<file path="src/sbu_consts.svh">
// offsets, field positions, reset values and timing counts of the bridge
`ifndef SBU_CONSTS_SVH
`define SBU_CONSTS_SVH

`define SBU_CLK_HZ 32'd20_000_000
`define SBU_BAUD_DEF 32'd115_200
`define SBU_BAUD_MIN 32'd9_600
`define SBU_BAUD_MAX 32'd921_600
`define SBU_DIV_RST ((`SBU_CLK_HZ + (`SBU_BAUD_DEF / 32'd2)) / `SBU_BAUD_DEF)
`define SBU_DIV_LO (`SBU_CLK_HZ / `SBU_BAUD_MAX)
`define SBU_DIV_HI (`SBU_CLK_HZ / `SBU_BAUD_MIN)

`define SBU_OFS_CTRL 8'h00
`define SBU_OFS_BAUD 8'h04
`define SBU_OFS_STAT 8'h08
`define SBU_OFS_USB 8'h0C
`define SBU_OFS_SOCK 8'h10

`define SBU_CTRL_MODE_LO 0
`define SBU_CTRL_SOCK 2
`define SBU_CTRL_RST 32'h0000_0000

`define SBU_STAT_RXFULL 0
`define SBU_STAT_TXBUSY 1
`define SBU_STAT_HOLD 2
`define SBU_STAT_CTS 3
`define SBU_STAT_RTS 4
`define SBU_STAT_OVR 5

`endif

</file>
<file path="src/sbu_pkg.sv">
// types shared by the bridge modules
package sbu_pkg;

	typedef enum logic [1:0] {
		SBU_HS_OFF,
		SBU_HS_HOLD,
		SBU_HS_GATE,
		SBU_HS_BOTH
	} sbu_hs_e;

	typedef enum logic [1:0] {
		SBU_SER_IDLE,
		SBU_SER_START,
		SBU_SER_DATA,
		SBU_SER_STOP
	} sbu_ser_e;

	typedef struct packed {
		sbu_ser_e st;
		logic [15:0] cnt;
		logic [2:0] bitn;
		logic [7:0] shf;
		logic vld;
		logic [7:0] dat;
	} sbu_rx_s;

	typedef struct packed {
		logic vld;
		logic [7:0] dat;
	} sbu_byte_s;

	typedef struct packed {
		sbu_hs_e mode;
		logic sock;
		logic [15:0] div;
		sbu_ser_e tx_st;
		logic [15:0] tx_cnt;
		logic [2:0] tx_bitn;
		logic [7:0] tx_shf;
		logic txd;
		sbu_byte_s hold;
		sbu_byte_s rxb;
		logic ovr;
		logic ack;
		logic [31:0] dat_o;
		logic cts_o;
		logic cts_oe;
	} sbu_top_s;

endpackage

</file>
<file path="src/sbu_bridge.sv">
// serial bridge with rts/cts handshake and wishbone register access
//
// Summary of operation
// reset gives 115200 baud, 8N1, handshake off with inputs ignored.
// baud rate programmable between 9600 and 921600 bits per second; the divisor clamp of 21 to 2083 allows up to about 952381.
// handshake mode: off, hold-off only, gating only, or both.
// hold-off drops clear-to-send while the receive buffer is full.
// target stops sending new bytes while clear-to-send is low.
// gating stops new transmissions while target request-to-send is low.
// a byte already shifting finishes; target accepts one more character.
// gating off: request-to-send ignored, queued data sent anyway.
// mode off: clear-to-send undriven, request-to-send ignored.
// hold-off only: drive clear-to-send, ignore request-to-send.
// gating only: clear-to-send undriven, send only while request asserted.
// both: drive clear-to-send and gate transmission on request-to-send.
// data passes only while the interface enable is high.
// attached socket client has priority; usb path then fully idle.
// with gating on, target must actively drive request-to-send.
// idle high, low start, eight data bits lsb first, high stop.
//
// Decided for this implementation: register access over Wishbone and the register offsets.
`timescale 1ns/100ps
`include "sbu_consts.svh"
module sbu_bridge (
	// clock and reset
	input wire logic REF_CLK,
	input wire logic RST,
	// wishbone slave
	input wire logic WB_CYC_I,
	input wire logic WB_STB_I,
	input wire logic WB_WE_I,
	input wire logic [7:0] WB_ADR_I,
	input wire logic [3:0] WB_SEL_I,
	input wire logic [31:0] WB_DAT_I,
	output logic [31:0] WB_DAT_O,
	output logic WB_ACK_O,
	// target link
	input wire logic TGT_RXD,
	output logic TGT_TXD,
	input wire logic TGT_RTS,
	output logic TGT_CTS_O,
	output logic TGT_CTS_OE,
	input wire logic TGT_ENABLE
);

	sbu_pkg::sbu_top_s s_r;
	sbu_pkg::sbu_top_s s_nxt;
	sbu_pkg::sbu_byte_s rx_got;

	logic req;
	logic wr;
	logic rd;
	logic usb_sel;
	logic sock_sel;
	logic path_sel;
	logic gate_on;
	logic tx_go;
	logic [31:0] div_wr;
	logic [31:0] stat;
	logic [31:0] rd_val;

	sbu_rx u_rx (
		.clk(REF_CLK),
		.rst(RST),
		.rxd(TGT_RXD),
		.en(TGT_ENABLE),
		.div(s_r.div),
		.rx_out(rx_got)
	);

	// a new request only once the previous ack has dropped
	assign req = WB_CYC_I && WB_STB_I && !s_r.ack;
	assign wr = req && WB_WE_I;
	assign rd = req && !WB_WE_I;
	assign usb_sel = (WB_ADR_I == `SBU_OFS_USB);
	assign sock_sel = (WB_ADR_I == `SBU_OFS_SOCK);
	// only the active host path reaches the data registers
	assign path_sel = s_r.sock ? sock_sel : usb_sel;

	// request-to-send only matters in the gating modes
	assign gate_on = (s_r.mode == sbu_pkg::SBU_HS_GATE) ||
		(s_r.mode == sbu_pkg::SBU_HS_BOTH);
	assign tx_go = s_r.hold.vld && TGT_ENABLE &&
		(!gate_on || TGT_RTS);

	// divisor request from the lower two byte lanes, clamped into range
	always_comb begin
		div_wr = {16'h0000, s_r.div};
		if (WB_SEL_I[0]) begin
			div_wr[7:0] = WB_DAT_I[7:0];
		end
		if (WB_SEL_I[1]) begin
			div_wr[15:8] = WB_DAT_I[15:8];
		end
		if (div_wr < `SBU_DIV_LO) begin
			div_wr = `SBU_DIV_LO;
		end else if (div_wr > `SBU_DIV_HI) begin
			div_wr = `SBU_DIV_HI;
		end
	end

	always_comb begin
		stat = 32'h0000_0000;
		stat[`SBU_STAT_RXFULL] = s_r.rxb.vld;
		stat[`SBU_STAT_TXBUSY] = (s_r.tx_st != sbu_pkg::SBU_SER_IDLE);
		stat[`SBU_STAT_HOLD] = s_r.hold.vld;
		stat[`SBU_STAT_CTS] = s_r.cts_o;
		stat[`SBU_STAT_RTS] = TGT_RTS;
		stat[`SBU_STAT_OVR] = s_r.ovr;
	end

	always_comb begin
		rd_val = 32'h0000_0000;
		case (WB_ADR_I)
			`SBU_OFS_CTRL: begin
				rd_val[`SBU_CTRL_MODE_LO +: 2] = s_r.mode;
				rd_val[`SBU_CTRL_SOCK] = s_r.sock;
			end
			`SBU_OFS_BAUD: begin
				rd_val[15:0] = s_r.div;
			end
			`SBU_OFS_STAT: begin
				rd_val = stat;
			end
			`SBU_OFS_USB, `SBU_OFS_SOCK: begin
				// the idle path reads as zero
				if (path_sel) begin
					rd_val[7:0] = s_r.rxb.dat;
				end
			end
			default: begin
				rd_val = 32'h0000_0000;
			end
		endcase
	end

	always_comb begin
		s_nxt = s_r;

		// bus answer: one cycle after the request, every address acked
		s_nxt.ack = req;
		if (rd) begin
			s_nxt.dat_o = rd_val;
		end

		// control and baud writes
		if (wr && WB_ADR_I == `SBU_OFS_CTRL && WB_SEL_I[0]) begin
			s_nxt.mode = sbu_pkg::sbu_hs_e'(
				WB_DAT_I[`SBU_CTRL_MODE_LO +: 2]);
			s_nxt.sock = WB_DAT_I[`SBU_CTRL_SOCK];
		end
		if (wr && WB_ADR_I == `SBU_OFS_BAUD && (|WB_SEL_I[1:0])) begin
			s_nxt.div = div_wr[15:0];
		end
		// writing a one to the overrun bit of the status word clears the overrun flag
		if (wr && WB_ADR_I == `SBU_OFS_STAT && WB_SEL_I[0] &&
			WB_DAT_I[`SBU_STAT_OVR]) begin
			s_nxt.ovr = 1'b0;
		end

		// host byte toward the target; refused while the holding slot is full
		if (wr && path_sel && WB_SEL_I[0] && !s_r.hold.vld) begin
			s_nxt.hold.vld = 1'b1;
			s_nxt.hold.dat = WB_DAT_I[7:0];
		end

		// host read of the received byte empties the buffer
		if (rd && path_sel) begin
			s_nxt.rxb.vld = 1'b0;
		end
		// arrival wins over a pop in the same cycle
		if (rx_got.vld) begin
			if (s_r.rxb.vld && !(rd && path_sel)) begin
				s_nxt.ovr = 1'b1;
			end else begin
				s_nxt.rxb.vld = 1'b1;
				s_nxt.rxb.dat = rx_got.dat;
			end
		end

		// transmitter toward the target
		case (s_r.tx_st)
			sbu_pkg::SBU_SER_IDLE: begin
				s_nxt.txd = 1'b1;
				if (tx_go) begin
					s_nxt.tx_st = sbu_pkg::SBU_SER_START;
					s_nxt.tx_shf = s_r.hold.dat;
					s_nxt.hold.vld = 1'b0;
					s_nxt.txd = 1'b0;
					s_nxt.tx_cnt = s_r.div - 16'h0001;
				end
			end
			sbu_pkg::SBU_SER_START: begin
				// once started the byte runs out whatever the handshake does
				if (s_r.tx_cnt == 16'h0000) begin
					s_nxt.tx_st = sbu_pkg::SBU_SER_DATA;
					s_nxt.txd = s_r.tx_shf[0];
					s_nxt.tx_bitn = 3'h0;
					s_nxt.tx_cnt = s_r.div - 16'h0001;
				end else begin
					s_nxt.tx_cnt = s_r.tx_cnt - 16'h0001;
				end
			end
			sbu_pkg::SBU_SER_DATA: begin
				if (s_r.tx_cnt == 16'h0000) begin
					s_nxt.tx_cnt = s_r.div - 16'h0001;
					s_nxt.tx_shf = s_r.tx_shf >> 1;
					if (s_r.tx_bitn == 3'h7) begin
						s_nxt.tx_st = sbu_pkg::SBU_SER_STOP;
						s_nxt.txd = 1'b1;
					end else begin
						s_nxt.tx_bitn = s_r.tx_bitn + 3'h1;
						s_nxt.txd = s_r.tx_shf[1];
					end
				end else begin
					s_nxt.tx_cnt = s_r.tx_cnt - 16'h0001;
				end
			end
			sbu_pkg::SBU_SER_STOP: begin
				if (s_r.tx_cnt == 16'h0000) begin
					s_nxt.tx_st = sbu_pkg::SBU_SER_IDLE;
				end else begin
					s_nxt.tx_cnt = s_r.tx_cnt - 16'h0001;
				end
			end
			default: begin
				s_nxt.tx_st = sbu_pkg::SBU_SER_IDLE;
				s_nxt.txd = 1'b1;
			end
		endcase

		// clear-to-send follows the buffer state of the next cycle
		case (s_nxt.mode)
			sbu_pkg::SBU_HS_HOLD, sbu_pkg::SBU_HS_BOTH: begin
				s_nxt.cts_oe = 1'b1;
				s_nxt.cts_o = !s_nxt.rxb.vld;
			end
			sbu_pkg::SBU_HS_OFF, sbu_pkg::SBU_HS_GATE: begin
				s_nxt.cts_oe = 1'b0;
				s_nxt.cts_o = 1'b1;
			end
			default: begin
				s_nxt.cts_oe = 1'b0;
				s_nxt.cts_o = 1'b1;
			end
		endcase
	end

	always_ff @(posedge REF_CLK or posedge RST) begin
		if (RST) begin
			s_r <= '0;
			s_r.mode <= sbu_pkg::SBU_HS_OFF;
			s_r.div <= 16'(`SBU_DIV_RST);
			s_r.txd <= 1'b1;
			s_r.cts_o <= 1'b1;
		end else begin
			s_r <= s_nxt;
		end
	end

	assign WB_DAT_O = s_r.dat_o;
	assign WB_ACK_O = s_r.ack;
	assign TGT_TXD = s_r.txd;
	assign TGT_CTS_O = s_r.cts_o;
	assign TGT_CTS_OE = s_r.cts_oe;

endmodule

</file>
<file path="src/sbu_rx.sv">
// serial receiver: 8N1 framing sampled at mid bit
`timescale 1ns/100ps
module sbu_rx (
	// clock and reset
	input wire logic clk,
	input wire logic rst,
	// line and control
	input wire logic rxd,
	input wire logic en,
	input wire logic [15:0] div,
	// received byte
	output sbu_pkg::sbu_byte_s rx_out
);

	sbu_pkg::sbu_rx_s s_r;
	sbu_pkg::sbu_rx_s s_nxt;

	always_comb begin
		s_nxt = s_r;
		s_nxt.vld = 1'b0;
		case (s_r.st)
			sbu_pkg::SBU_SER_IDLE: begin
				// no new character is taken while the interface is off
				if (en && !rxd) begin
					s_nxt.st = sbu_pkg::SBU_SER_START;
					s_nxt.cnt = div >> 1;
				end
			end
			sbu_pkg::SBU_SER_START: begin
				if (s_r.cnt == 16'h0000) begin
					// a glitch shorter than half a bit is dropped
					if (!rxd) begin
						s_nxt.st = sbu_pkg::SBU_SER_DATA;
						s_nxt.cnt = div - 16'h0001;
						s_nxt.bitn = 3'h0;
					end else begin
						s_nxt.st = sbu_pkg::SBU_SER_IDLE;
					end
				end else begin
					s_nxt.cnt = s_r.cnt - 16'h0001;
				end
			end
			sbu_pkg::SBU_SER_DATA: begin
				if (s_r.cnt == 16'h0000) begin
					s_nxt.shf = {rxd, s_r.shf[7:1]};
					s_nxt.cnt = div - 16'h0001;
					if (s_r.bitn == 3'h7) begin
						s_nxt.st = sbu_pkg::SBU_SER_STOP;
					end else begin
						s_nxt.bitn = s_r.bitn + 3'h1;
					end
				end else begin
					s_nxt.cnt = s_r.cnt - 16'h0001;
				end
			end
			sbu_pkg::SBU_SER_STOP: begin
				if (s_r.cnt == 16'h0000) begin
					s_nxt.st = sbu_pkg::SBU_SER_IDLE;
					// a low stop bit is a framing error: byte discarded
					if (rxd) begin
						s_nxt.vld = 1'b1;
						s_nxt.dat = s_r.shf;
					end
				end else begin
					s_nxt.cnt = s_r.cnt - 16'h0001;
				end
			end
			default: begin
				s_nxt.st = sbu_pkg::SBU_SER_IDLE;
			end
		endcase
	end

	always_ff @(posedge clk or posedge rst) begin
		if (rst) begin
			s_r <= '0;
		end else begin
			s_r <= s_nxt;
		end
	end

	assign rx_out.vld = s_r.vld;
	assign rx_out.dat = s_r.dat;

endmodule

</file>
<file path="config.mk">
export PLATFORM = sky130hd
export DESIGN_NAME = sbu_bridge
export DESIGN_NICKNAME = d
export VERILOG_FILES = /design/src/sbu_pkg.sv /design/src/sbu_bridge.sv /design/src/sbu_rx.sv
export VERILOG_INCLUDE_DIRS = /design/src
export SDC_FILE = /design/constraint.sdc
export NUM_CORES = 1
export LEC_CHECK = 0
export ABC_AREA = 1
export BUFFER_PORTS_ARGS = -buffer_cell sky130_fd_sc_hd__buf_4
export CAP_MARGIN = 10
export CORE_MARGIN = 4
export CORE_UTILIZATION = 56
export DETAILED_ROUTE_END_ITERATION = 8
export PLACE_DENSITY = 0.79
export SYNTH_ARGS = -nofsm -noshare
export SYNTH_HDL_FRONTEND = slang
export SYNTH_SLANG_ARGS = --single-unit
</file>
<file path="constraint.sdc">
create_clock -name REF_CLK -period 4.81 [get_ports REF_CLK]
set_input_delay 0.962 -clock REF_CLK [delete_from_list [all_inputs] [get_ports REF_CLK]]
set_output_delay 0.962 -clock REF_CLK [all_outputs]
set_load 0.03 [all_outputs]
</file>
==> summary.md, run 1 <==
| Metric | Value |
|---|---|
| Status | `complete, no violations` |
| WL/cell | `14.6 um` |
| Placed cells | `1328` |
| Period utilization | `0.477` |
| Synth top area cells | `dfrtp_1, nand2_1, nand3_1` |
| Die area | `16100 sq um` |
| Gr busiest metal | `met2` |
| Rows | `43` |
| Design Area, Final | `8790 sq um` |
| Cell variety after synth | `47` |
| Core Box Area | `13900 sq um` |
| Pleak | `0.00452 uW` |
| Finished Layout Cells | `1360` |
| Met1 Usage GRT | `0.347` |
| DRT iter0 DRCs | `933` |
| Peak supply drop | `0.283 mV` |
| Die width | `127 um` |
| Final Total Pwr | `2890 uW` |
| Crit Path Category | `input pin to register` |
| Worst setup margin | `2.52 ns` |
| Maximum clock rate | `436 MHz` |
| P per Cell Area | `329 nW/um^2` |
| Largest area contributor in the netlist | `dfrtp_1` |
| CTS tree | `done` |
| Min-delay worst type | `register to register` |
| # DRC | `0` |
| CP Data Arrival Time | `2.61 ns` |
| Maxcap violations | `0` |
| Async SR Flop Fraction | `1.00` |
| Share of cells above drive strength 1 | `0.117` |
| Final hold violations | `0` |
| CTS Sinks | `124` |
| Synth top area share | `0.369` |
| Vias per cell | `5.44` |
| Worst r2r path cells | `8` |
| Via Count | `7403` |
| Crit path launch type | `input pin` |
| Initial core utilization | `0.572` |
| Worst path required time | `5.13 ns` |
| Root buffer cell | `clkbuf_16` |
| Initial antenna violation count | `0` |
| Max transition margin | `0.390` |
| Drt pass-1 iters | `5` |
| End of the worst register-to-register path | `s_r[66]$_DFFE_PP0P_` |
| Final Max Slew Viols | `0` |
| Clock transition at path regs | `0.06 ns` |
| Post-synthesis sequential area ratio | `0.392` |
| Crit path capture type | `register` |
| Global-route wire length before repair | `32900 um` |
| Avg Inst Size Synth | `7.01 sq um` |
| Die Y | `127 um` |
| Sequential cell area | `3110 sq um` |
| Post_cts resized | `0` |
| Worst-Margin Slew | `0.916 ns` |
| Synth Warn # | `0` |
| Reg2Reg Setup Slack | `2.60 ns` |
| Largest net degree at the start of global routing | `72` |
| Final setup violation count | `0` |
| Post-synth EDFFs | `0` |
| Pre-CTS setup slack | `2.09 ns` |
| Antenna Cells | `0` |
| Top Ports | `88` |
| Net count, final | `1232` |
| Hold path cells | `2` |
| Post-route ant nets | `0` |
| Max Root-Sink Buffers | `2` |
| Vias in the first global route | `6753` |
| HP Start | `s_r[38]$_DFFE_PP0P_` |
| Sum Neg Setup Slack | `0 ns` |
| Layout fillers | `1225` |
| Post-CTS Setup Inserts | `0` |
| Worst-Skew Late Latency | `0.43 ns` |
| Most frequent cell after synthesis | `nand2_1` |
| PortBufs | `53` |
| Met2 GRT Util | `0.387` |
| Final min period | `2.29 ns` |
| Worst Hold Path EP | `s_r[38]$_DFFE_PP0P_` |
| Primary FF master, synth | `dfrtp_1` |
| Area delta synth->final | `10.8%` |
| Area of the multi-input gates | `3950 sq um` |
| Unrepaired setup endpoints after global routing | `no` |
| Placed cell areas | `8240 sq um` |
| R2R Path Start | `s_r[82]$_DFFE_PP0P_` |
| H-tree depth | `4` |
| TritonCTS buffer count | `17` |
| GP Congestion | `0.982` |
| Global Route Usage Sum | `0.254` |
| Cell count after synthesis | `1132` |
| Top cells by count, synth | `nand2_1, inv_1, dfrtp_1, nor2_1, nand3_1` |
| Seq cells post-synth | `124` |
| Hold buffers post-CTS | `0` |
| Mapped cell area | `7930 sq um` |
| Crit path max fanout | `11` |
| Met3 Use GR | `0.0585` |
| GRT Residual Overflow | `0` |
| HPWL Detailed | `14400 um` |
| Final wirelength | `19900 um` |
| Setup Skew | `0.00594 ns` |
[power by group]
| part | internal, uW | switching [uW] |
|---|---|---|
| Sequential | 1120 | 82.6 |
| Combinational | 178 | 314 |
| Clock | 682 | 517 |
| Total | 1980 | 913 |
[worst max-delay path by stage]
| stage | slack [ns] | depth (start not counted) | endpoint | startpoint |
|---|---|---|---|---|
| finish | 2.52 | 11 | s_r[40]$_DFFE_PP0P_ | WB_ADR_I[5] |
| detailed placement | 2.09 | 11 | s_r[38]$_DFFE_PP0P_ | WB_ADR_I[5] |
| floorplan | 0.56 | 1 | TGT_CTS_OE$_DFF_PP0_ | RST |
| global placement | 2.15 | 11 | s_r[38]$_DFFE_PP0P_ | WB_ADR_I[5] |
| global route | 2.25 | 11 | s_r[38]$_DFFE_PP0P_ | WB_ADR_I[7] |
| CTS | 2.51 | 11 | s_r[38]$_DFFE_PP0P_ | WB_ADR_I[5] |
[per-stage QoR]
| stage | hold slack, ns | util |
|---|---|---|
| 2_1_floorplan | 0.442 | - |
| 6_report | 0.470 | 0.633 |
| 3_3_place_gp | 0.459 | 0.594 |
| 5_1_grt | 0.487 | 0.633 |
| 3_5_place_dp | 0.461 | 0.594 |
| 4_1_cts | 0.474 | 0.633 |
[placed cells by master (no fill, tap or decap), types with 2 or more instances in the layout]
master,n
dfrtp_1,117
ha_1,13
nand3b_1,9
o21ai_2,9
o211ai_1,3
nor3_2,2
o21ai_0,65
nor2_4,6
buf_4,54
a21oi_1,24
nor3_1,6
or2_0,3
nand4_1,8
o22ai_1,3
xor2_1,20
nand4_2,2
nand2_1,379
inv_4,2
clkinv_1,3
nor2_2,6
inv_6,7
nand3_1,104
inv_1,134
clkinvlp_4,3
dfstp_2,7
or2_2,2
o21ai_1,18
clkinv_4,2
clkbuf_16,17
nand2_2,7
nor2_1,110
conb_1,16
[registers in the layout, indices dropped and copies added (netlist names), named ones only]
| register | count |
|---|---|
| TGT_CTS_O | 1 |
| TGT_CTS_OE | 1 |
| WB_ACK_O | 1 |
| WB_DAT_O | 16 |
| u_rx.s_r | 28 |
| TGT_TXD | 1 |
| s_r | 65 |
| u_rx.rx_out | 9 |
[layer usage]
metal  routed length, um  part of all wire
met1                8590              0.43
met2                9110              0.46
met3                1560             0.078
met4                 650             0.033
met5                   0                 0
[cell type report]
type	count	share of cell area
clock buffer	19	0.0504
timing repair buffer	55	0.0484
inverter	140	0.0604
clock inverter	13	0.0121
multi-input combinational	829	0.449
tap	180	0.0256
sequential	124	0.354
[critical path, cell delays in order]
cell and delay, ns:
buf_4 0.11, nor2_1 0.18, nand2_1 0.11, nor2_1 0.14, nand3_1 0.10, nand2_2 0.21, nand2_1 0.09, nand2_1 0.29
nand2_1 0.25, nand2_1 0.12, nand2_1 0.05
[cells by family after synthesis]
logic type               count (synthesis)  share of synthesized area
AND/OR/NAND/NOR                        650                      0.355
buffers and inverters                  194                      0.117
AO/OA/AOI/OAI                          129                     0.0916
flip-flops                             124                      0.392
XOR/XNOR                                21                     0.0232
adder cells (fa/ha/maj)                 13                     0.0205
other                                    1                   0.000473
(Power assumes the default switching activity.)
==> run 2: changes to the inputs <==
--- a/config.mk
+++ b/config.mk
@@ -6,7 +6,7 @@
 export SDC_FILE = /design/constraint.sdc
 export NUM_CORES = 1
 export LEC_CHECK = 0
-export ABC_AREA = 1
+export ABC_AREA = 0
 export BUFFER_PORTS_ARGS = -buffer_cell sky130_fd_sc_hd__buf_4
 export CAP_MARGIN = 10
 export CORE_MARGIN = 4
==> constraint.sdc (replaced) <==
create_clock -name REF_CLK -period 2.32 [get_ports REF_CLK]
set_input_delay 0.464 -clock REF_CLK [delete_from_list [all_inputs] [get_ports REF_CLK]]
set_output_delay 0.464 -clock REF_CLK [all_outputs]
set_load 0.03 [all_outputs]
==> run 2 against run 1 <==
  * Via count fell by 11%
  * Hold slack worse by 0.44 ns
  * Critical path depth shrank 2
  * Largest cell class unchanged
  * Sequential power increased by 110%
==> summary.md, run 2 <==
| Metric | Value |
|---|---|
| Critical Path End | `s_r[72]$_DFFE_PP0P_` |
| Max Root-Sink Buffers | `2 (unchanged)` |
| Post-layout util | `0.700 (+0.0663)` |
| Design Area, Final | `8970 sq um (+2.1%)` |
| CP delay by family, top | `compound AO/OA/AOI/OAI gates` |
| Most frequent cell after synthesis | `dfrtp_1` |
| HPWL Detailed | `14300 um (-0.73%)` |
| Worst path required time | `2.63 ns (-2.50 ns)` |
| CP Buf/Inv Count | `2 (+1)` |
| Top Ports | `88 (unchanged)` |
| Crit path capture type | `register` |
| End of the worst register-to-register path | `s_r[72]$_DFFE_PP0P_` |
| Top cells by count, synth | `dfrtp_1, nand2_1, nor2_1, o21ai_0, mux2_2` |
| Period utilization | `0.970` |
| Crit path max fanout | `8 (-3)` |
| Core Box Area | `12800 sq um (-7.6%)` |
| Worst r2r path cells | `9 (+1)` |
| Post-synthesis adder-cell area fraction | `0.0218 (+0.00130)` |
| Cell variety after synth | `81 (+72%)` |
| Pleak | `0.00409 uW (-9.7%)` |
| Drt pass-1 iters | `9 (+4)` |
| Antenna Cells | `0 (unchanged)` |
| Post-synth EDFFs | `0 (unchanged)` |
| Worst path max stage delay | `0.41 ns (+0.12 ns)` |
| Global-route wire length before repair | `33400 um (+1.5%)` |
| H-tree depth | `4 (unchanged)` |
| Seq cells post-synth | `124 (unchanged)` |
| Net count, final | `939 (-24%)` |
| CTS tree | `done` |
| Die width | `123 um (-2.8%)` |
| WL/cell | `19.4 um (+33%)` |
| PortBufs | `53 (unchanged)` |
| Biggest register | `s_r` |
| Synth top area cells | `dfrtp_1, mux2_2, nand2_1` |
| GRT Residual Overflow | `0 (unchanged)` |
| Final min period | `2.25 ns` |
| Number of cells on the critical path | `9 (-2)` |
| Async SR Flop Fraction | `1.00 (unchanged)` |
| Synth Area in Compound Gates | `0.191 (+0.0995)` |
| Final wirelength | `20600 um (+3.4%)` |
| Cell count after synthesis | `795 (-30%)` |
| Initial core utilization | `0.582 (+0.0103)` |
| Main combinational cell family by area after synthesis | `simple AND/OR/NAND/NOR gates` |
| Placed cell areas | `8260 sq um (+0.20%)` |
| Xor and xnor area share after synthesis | `0.0164 (-0.00675)` |
| Primary FF master, synth | `dfrtp_1` |
| Crit path launch type | `register` |
| Largest area contributor in the netlist | `dfrtp_1` |
| Worst-Skew Late Latency | `0.42 ns (about the same)` |
| Simple-Gate Fraction of Synth Area | `0.214 (-0.141)` |
| Maxcap violations | `0 (unchanged)` |
| Largest register FFs | `65 (unchanged)` |
| Die area | `15200 sq um (-5.6%)` |
| Mapped cell area | `7460 sq um (-5.9%)` |
| Via Count | `6621 (-11%)` |
| Global Route Usage Sum | `0.280 (+0.0261)` |
| Unrepaired setup endpoints after global routing | `yes` |
| Cell Chain, Critical Path | `inv_1 > ha_1 > or3b_4 > nor2_4 > a31oi_2 > o21bai_4 > clkbuf_16 > o22ai_1 > a22o_1` |
| Maximum clock rate | `445 MHz` |
| TritonCTS buffer count | `17 (unchanged)` |
| Peak supply drop | `0.594 mV (+110%)` |
| Share of cells above drive strength 1 | `0.283 (+0.166)` |
| GP Congestion | `0.932 (-5.1%)` |
| P per Cell Area | `630 nW/um^2 (+92%)` |
| Die Y | `123 um (-2.8%)` |
| Final setup violation count | `0 (unchanged)` |
| R2R Path Start | `s_r[67]$_DFFE_PP0P_` |
| Reg2Reg Setup Slack | `0.07 ns (-2.53 ns)` |
| Rows | `41 (-4.7%)` |
| Synth Warn # | `0 (unchanged)` |
| Crit Path Category | `register to register` |
| Largest net degree at the start of global routing | `55 (-24%)` |
| CTS Sinks | `124 (unchanged)` |
| Slowest-stage cell, CP | `or3b_4` |
| Final Max Slew Viols | `0 (unchanged)` |
| Synth top area share | `0.392 (+0.0233)` |
| Critical Path Start | `s_r[67]$_DFFE_PP0P_` |
| Vias per cell | `6.25 (+15%)` |
| # DRC | `0 (unchanged)` |
| Root buffer cell | `clkbuf_16` |
| Initial antenna violation count | `0 (unchanged)` |
| Setup Skew | `0.00993 ns (+0.00399 ns)` |
| Mux contribution to synthesized area | `0.0661 (+0.0661)` |
| CP Data Arrival Time | `2.56 ns (-0.05 ns)` |
| DRT iter0 DRCs | `645 (-31%)` |
| Avg Inst Size Synth | `9.39 sq um (+34%)` |
| Post-synthesis sequential area ratio | `0.417 (+0.0248)` |
| Status | `complete, no violations` |
| Min-delay worst type | `input pin to async pin` |
| Most frequent cells in the layout | `dfrtp_1, buf_4, nand2_1` |
| Post-route ant nets | `0 (unchanged)` |
| Vias in the first global route | `6632 (-1.8%)` |
| Most common cell after layout, fill and taps aside | `dfrtp_1` |
| Clock transition at path regs | `0.06 ns (about the same)` |
| Area delta synth->final | `20.2%` |
| Final hold violations | `0 (unchanged)` |
==> run 2: cell count changes in the layout (fill, tap and decap cells not counted), sizes merged, moves of 37 or more <==
cell   previous run  this run
nand3           105        24
mux2              0        42
nor2            122        59
buf              55       122
inv             144        28
nand2           387        92
o21ai            93        56
==> run 2: logic make-up (layout without fill, tap and decap cells) <==
logic type / Yosys count / count (layout)
flip-flops: 124 / 124
other: 1 / 16
multiplexers: 44 / 44
AND/OR/NAND/NOR: 291 / 291
AO/OA/AOI/OAI: 207 / 207
XOR/XNOR: 14 / 14
buffers and inverters: 101 / 178
adder cells (fa/ha/maj): 13 / 13
==> run 2: metal layers <==
layer / part of all wire / track usage
met3: 0.068 / 0.0544
met1: 0.40 / 0.353
met5: 0 / 0
met2: 0.50 / 0.468
met4: 0.035 / 0.123
==> run 2: what timing repair did <==
| action | in CTS | in global routing |
|---|---|---|
| gates cloned | 0 | 2 |
| pin swaps | 3 | 6 |
| hold buffers | 0 | 0 |
| setup endpoints to repair | 11 | 44 |
| gates resized for setup | 6 | 17 |
| setup buffers | 0 | 4 |
==> run 2: worst min path at each step <==
| stage | from | endpoint | slack, ns | cells after the start |
|---|---|---|---|---|
| 2_1_floorplan | WB_DAT_O[10]$_DFFE_PP0P_ | WB_DAT_O[10]$_DFFE_PP0P_ | 0.44 | 2 |
| 3_3_place_gp | WB_DAT_O[14]$_DFFE_PP0P_ | WB_DAT_O[14]$_DFFE_PP0P_ | 0.46 | 2 |
| 3_5_place_dp | WB_DAT_O[9]$_DFFE_PP0P_ | WB_DAT_O[9]$_DFFE_PP0P_ | 0.46 | 2 |
| 4_1_cts | RST | u_rx.s_r[30]$_DFFE_PP0P_ | 0.04 | 2 |
| 5_1_grt | RST | u_rx.s_r[30]$_DFFE_PP0P_ | 0.06 | 2 |
| 6_report | RST | u_rx.s_r[30]$_DFFE_PP0P_ | 0.03 | 2 |
==> run 2: layout make-up <==
type,count,area (sq um)
multi-input combinational,585,3950
fill,899,3850
sequential,124,3110
timing repair buffer,123,1040
clock buffer,18,429
tap,172,215
clock inverter,14,135
inverter,23,90.1
==> run 2: power breakdown <==
group	total [uW]	switching [uW]	internal (uW)	leakage [uW]
registers	2470	193	2280	0.00160
clock network	2550	1060	1490	0.000258
logic	634	360	274	0.00223
total	5660	1610	4040	0.00409
==> run 2: stage by stage <==
stage | std cells | setup WS [ns] | setup TNS [ns] | hold slack (ns) | total power [uW]
after global routing | 1059 | -0.0810 | -0.732 | 0.0565 | 5850
after global placement | 1021 | 0.0139 | 0 | 0.461 | 3070
after CTS | 1053 | 0.00265 | 0 | 0.0425 | 5650
after detailed placement | 1021 | -0.0781 | -0.504 | 0.462 | 3100
after floorplan | 810 | 0.104 | 0 | 0.440 | 2860
final | 1059 | 0.0705 | 0 | 0.0333 | 5660
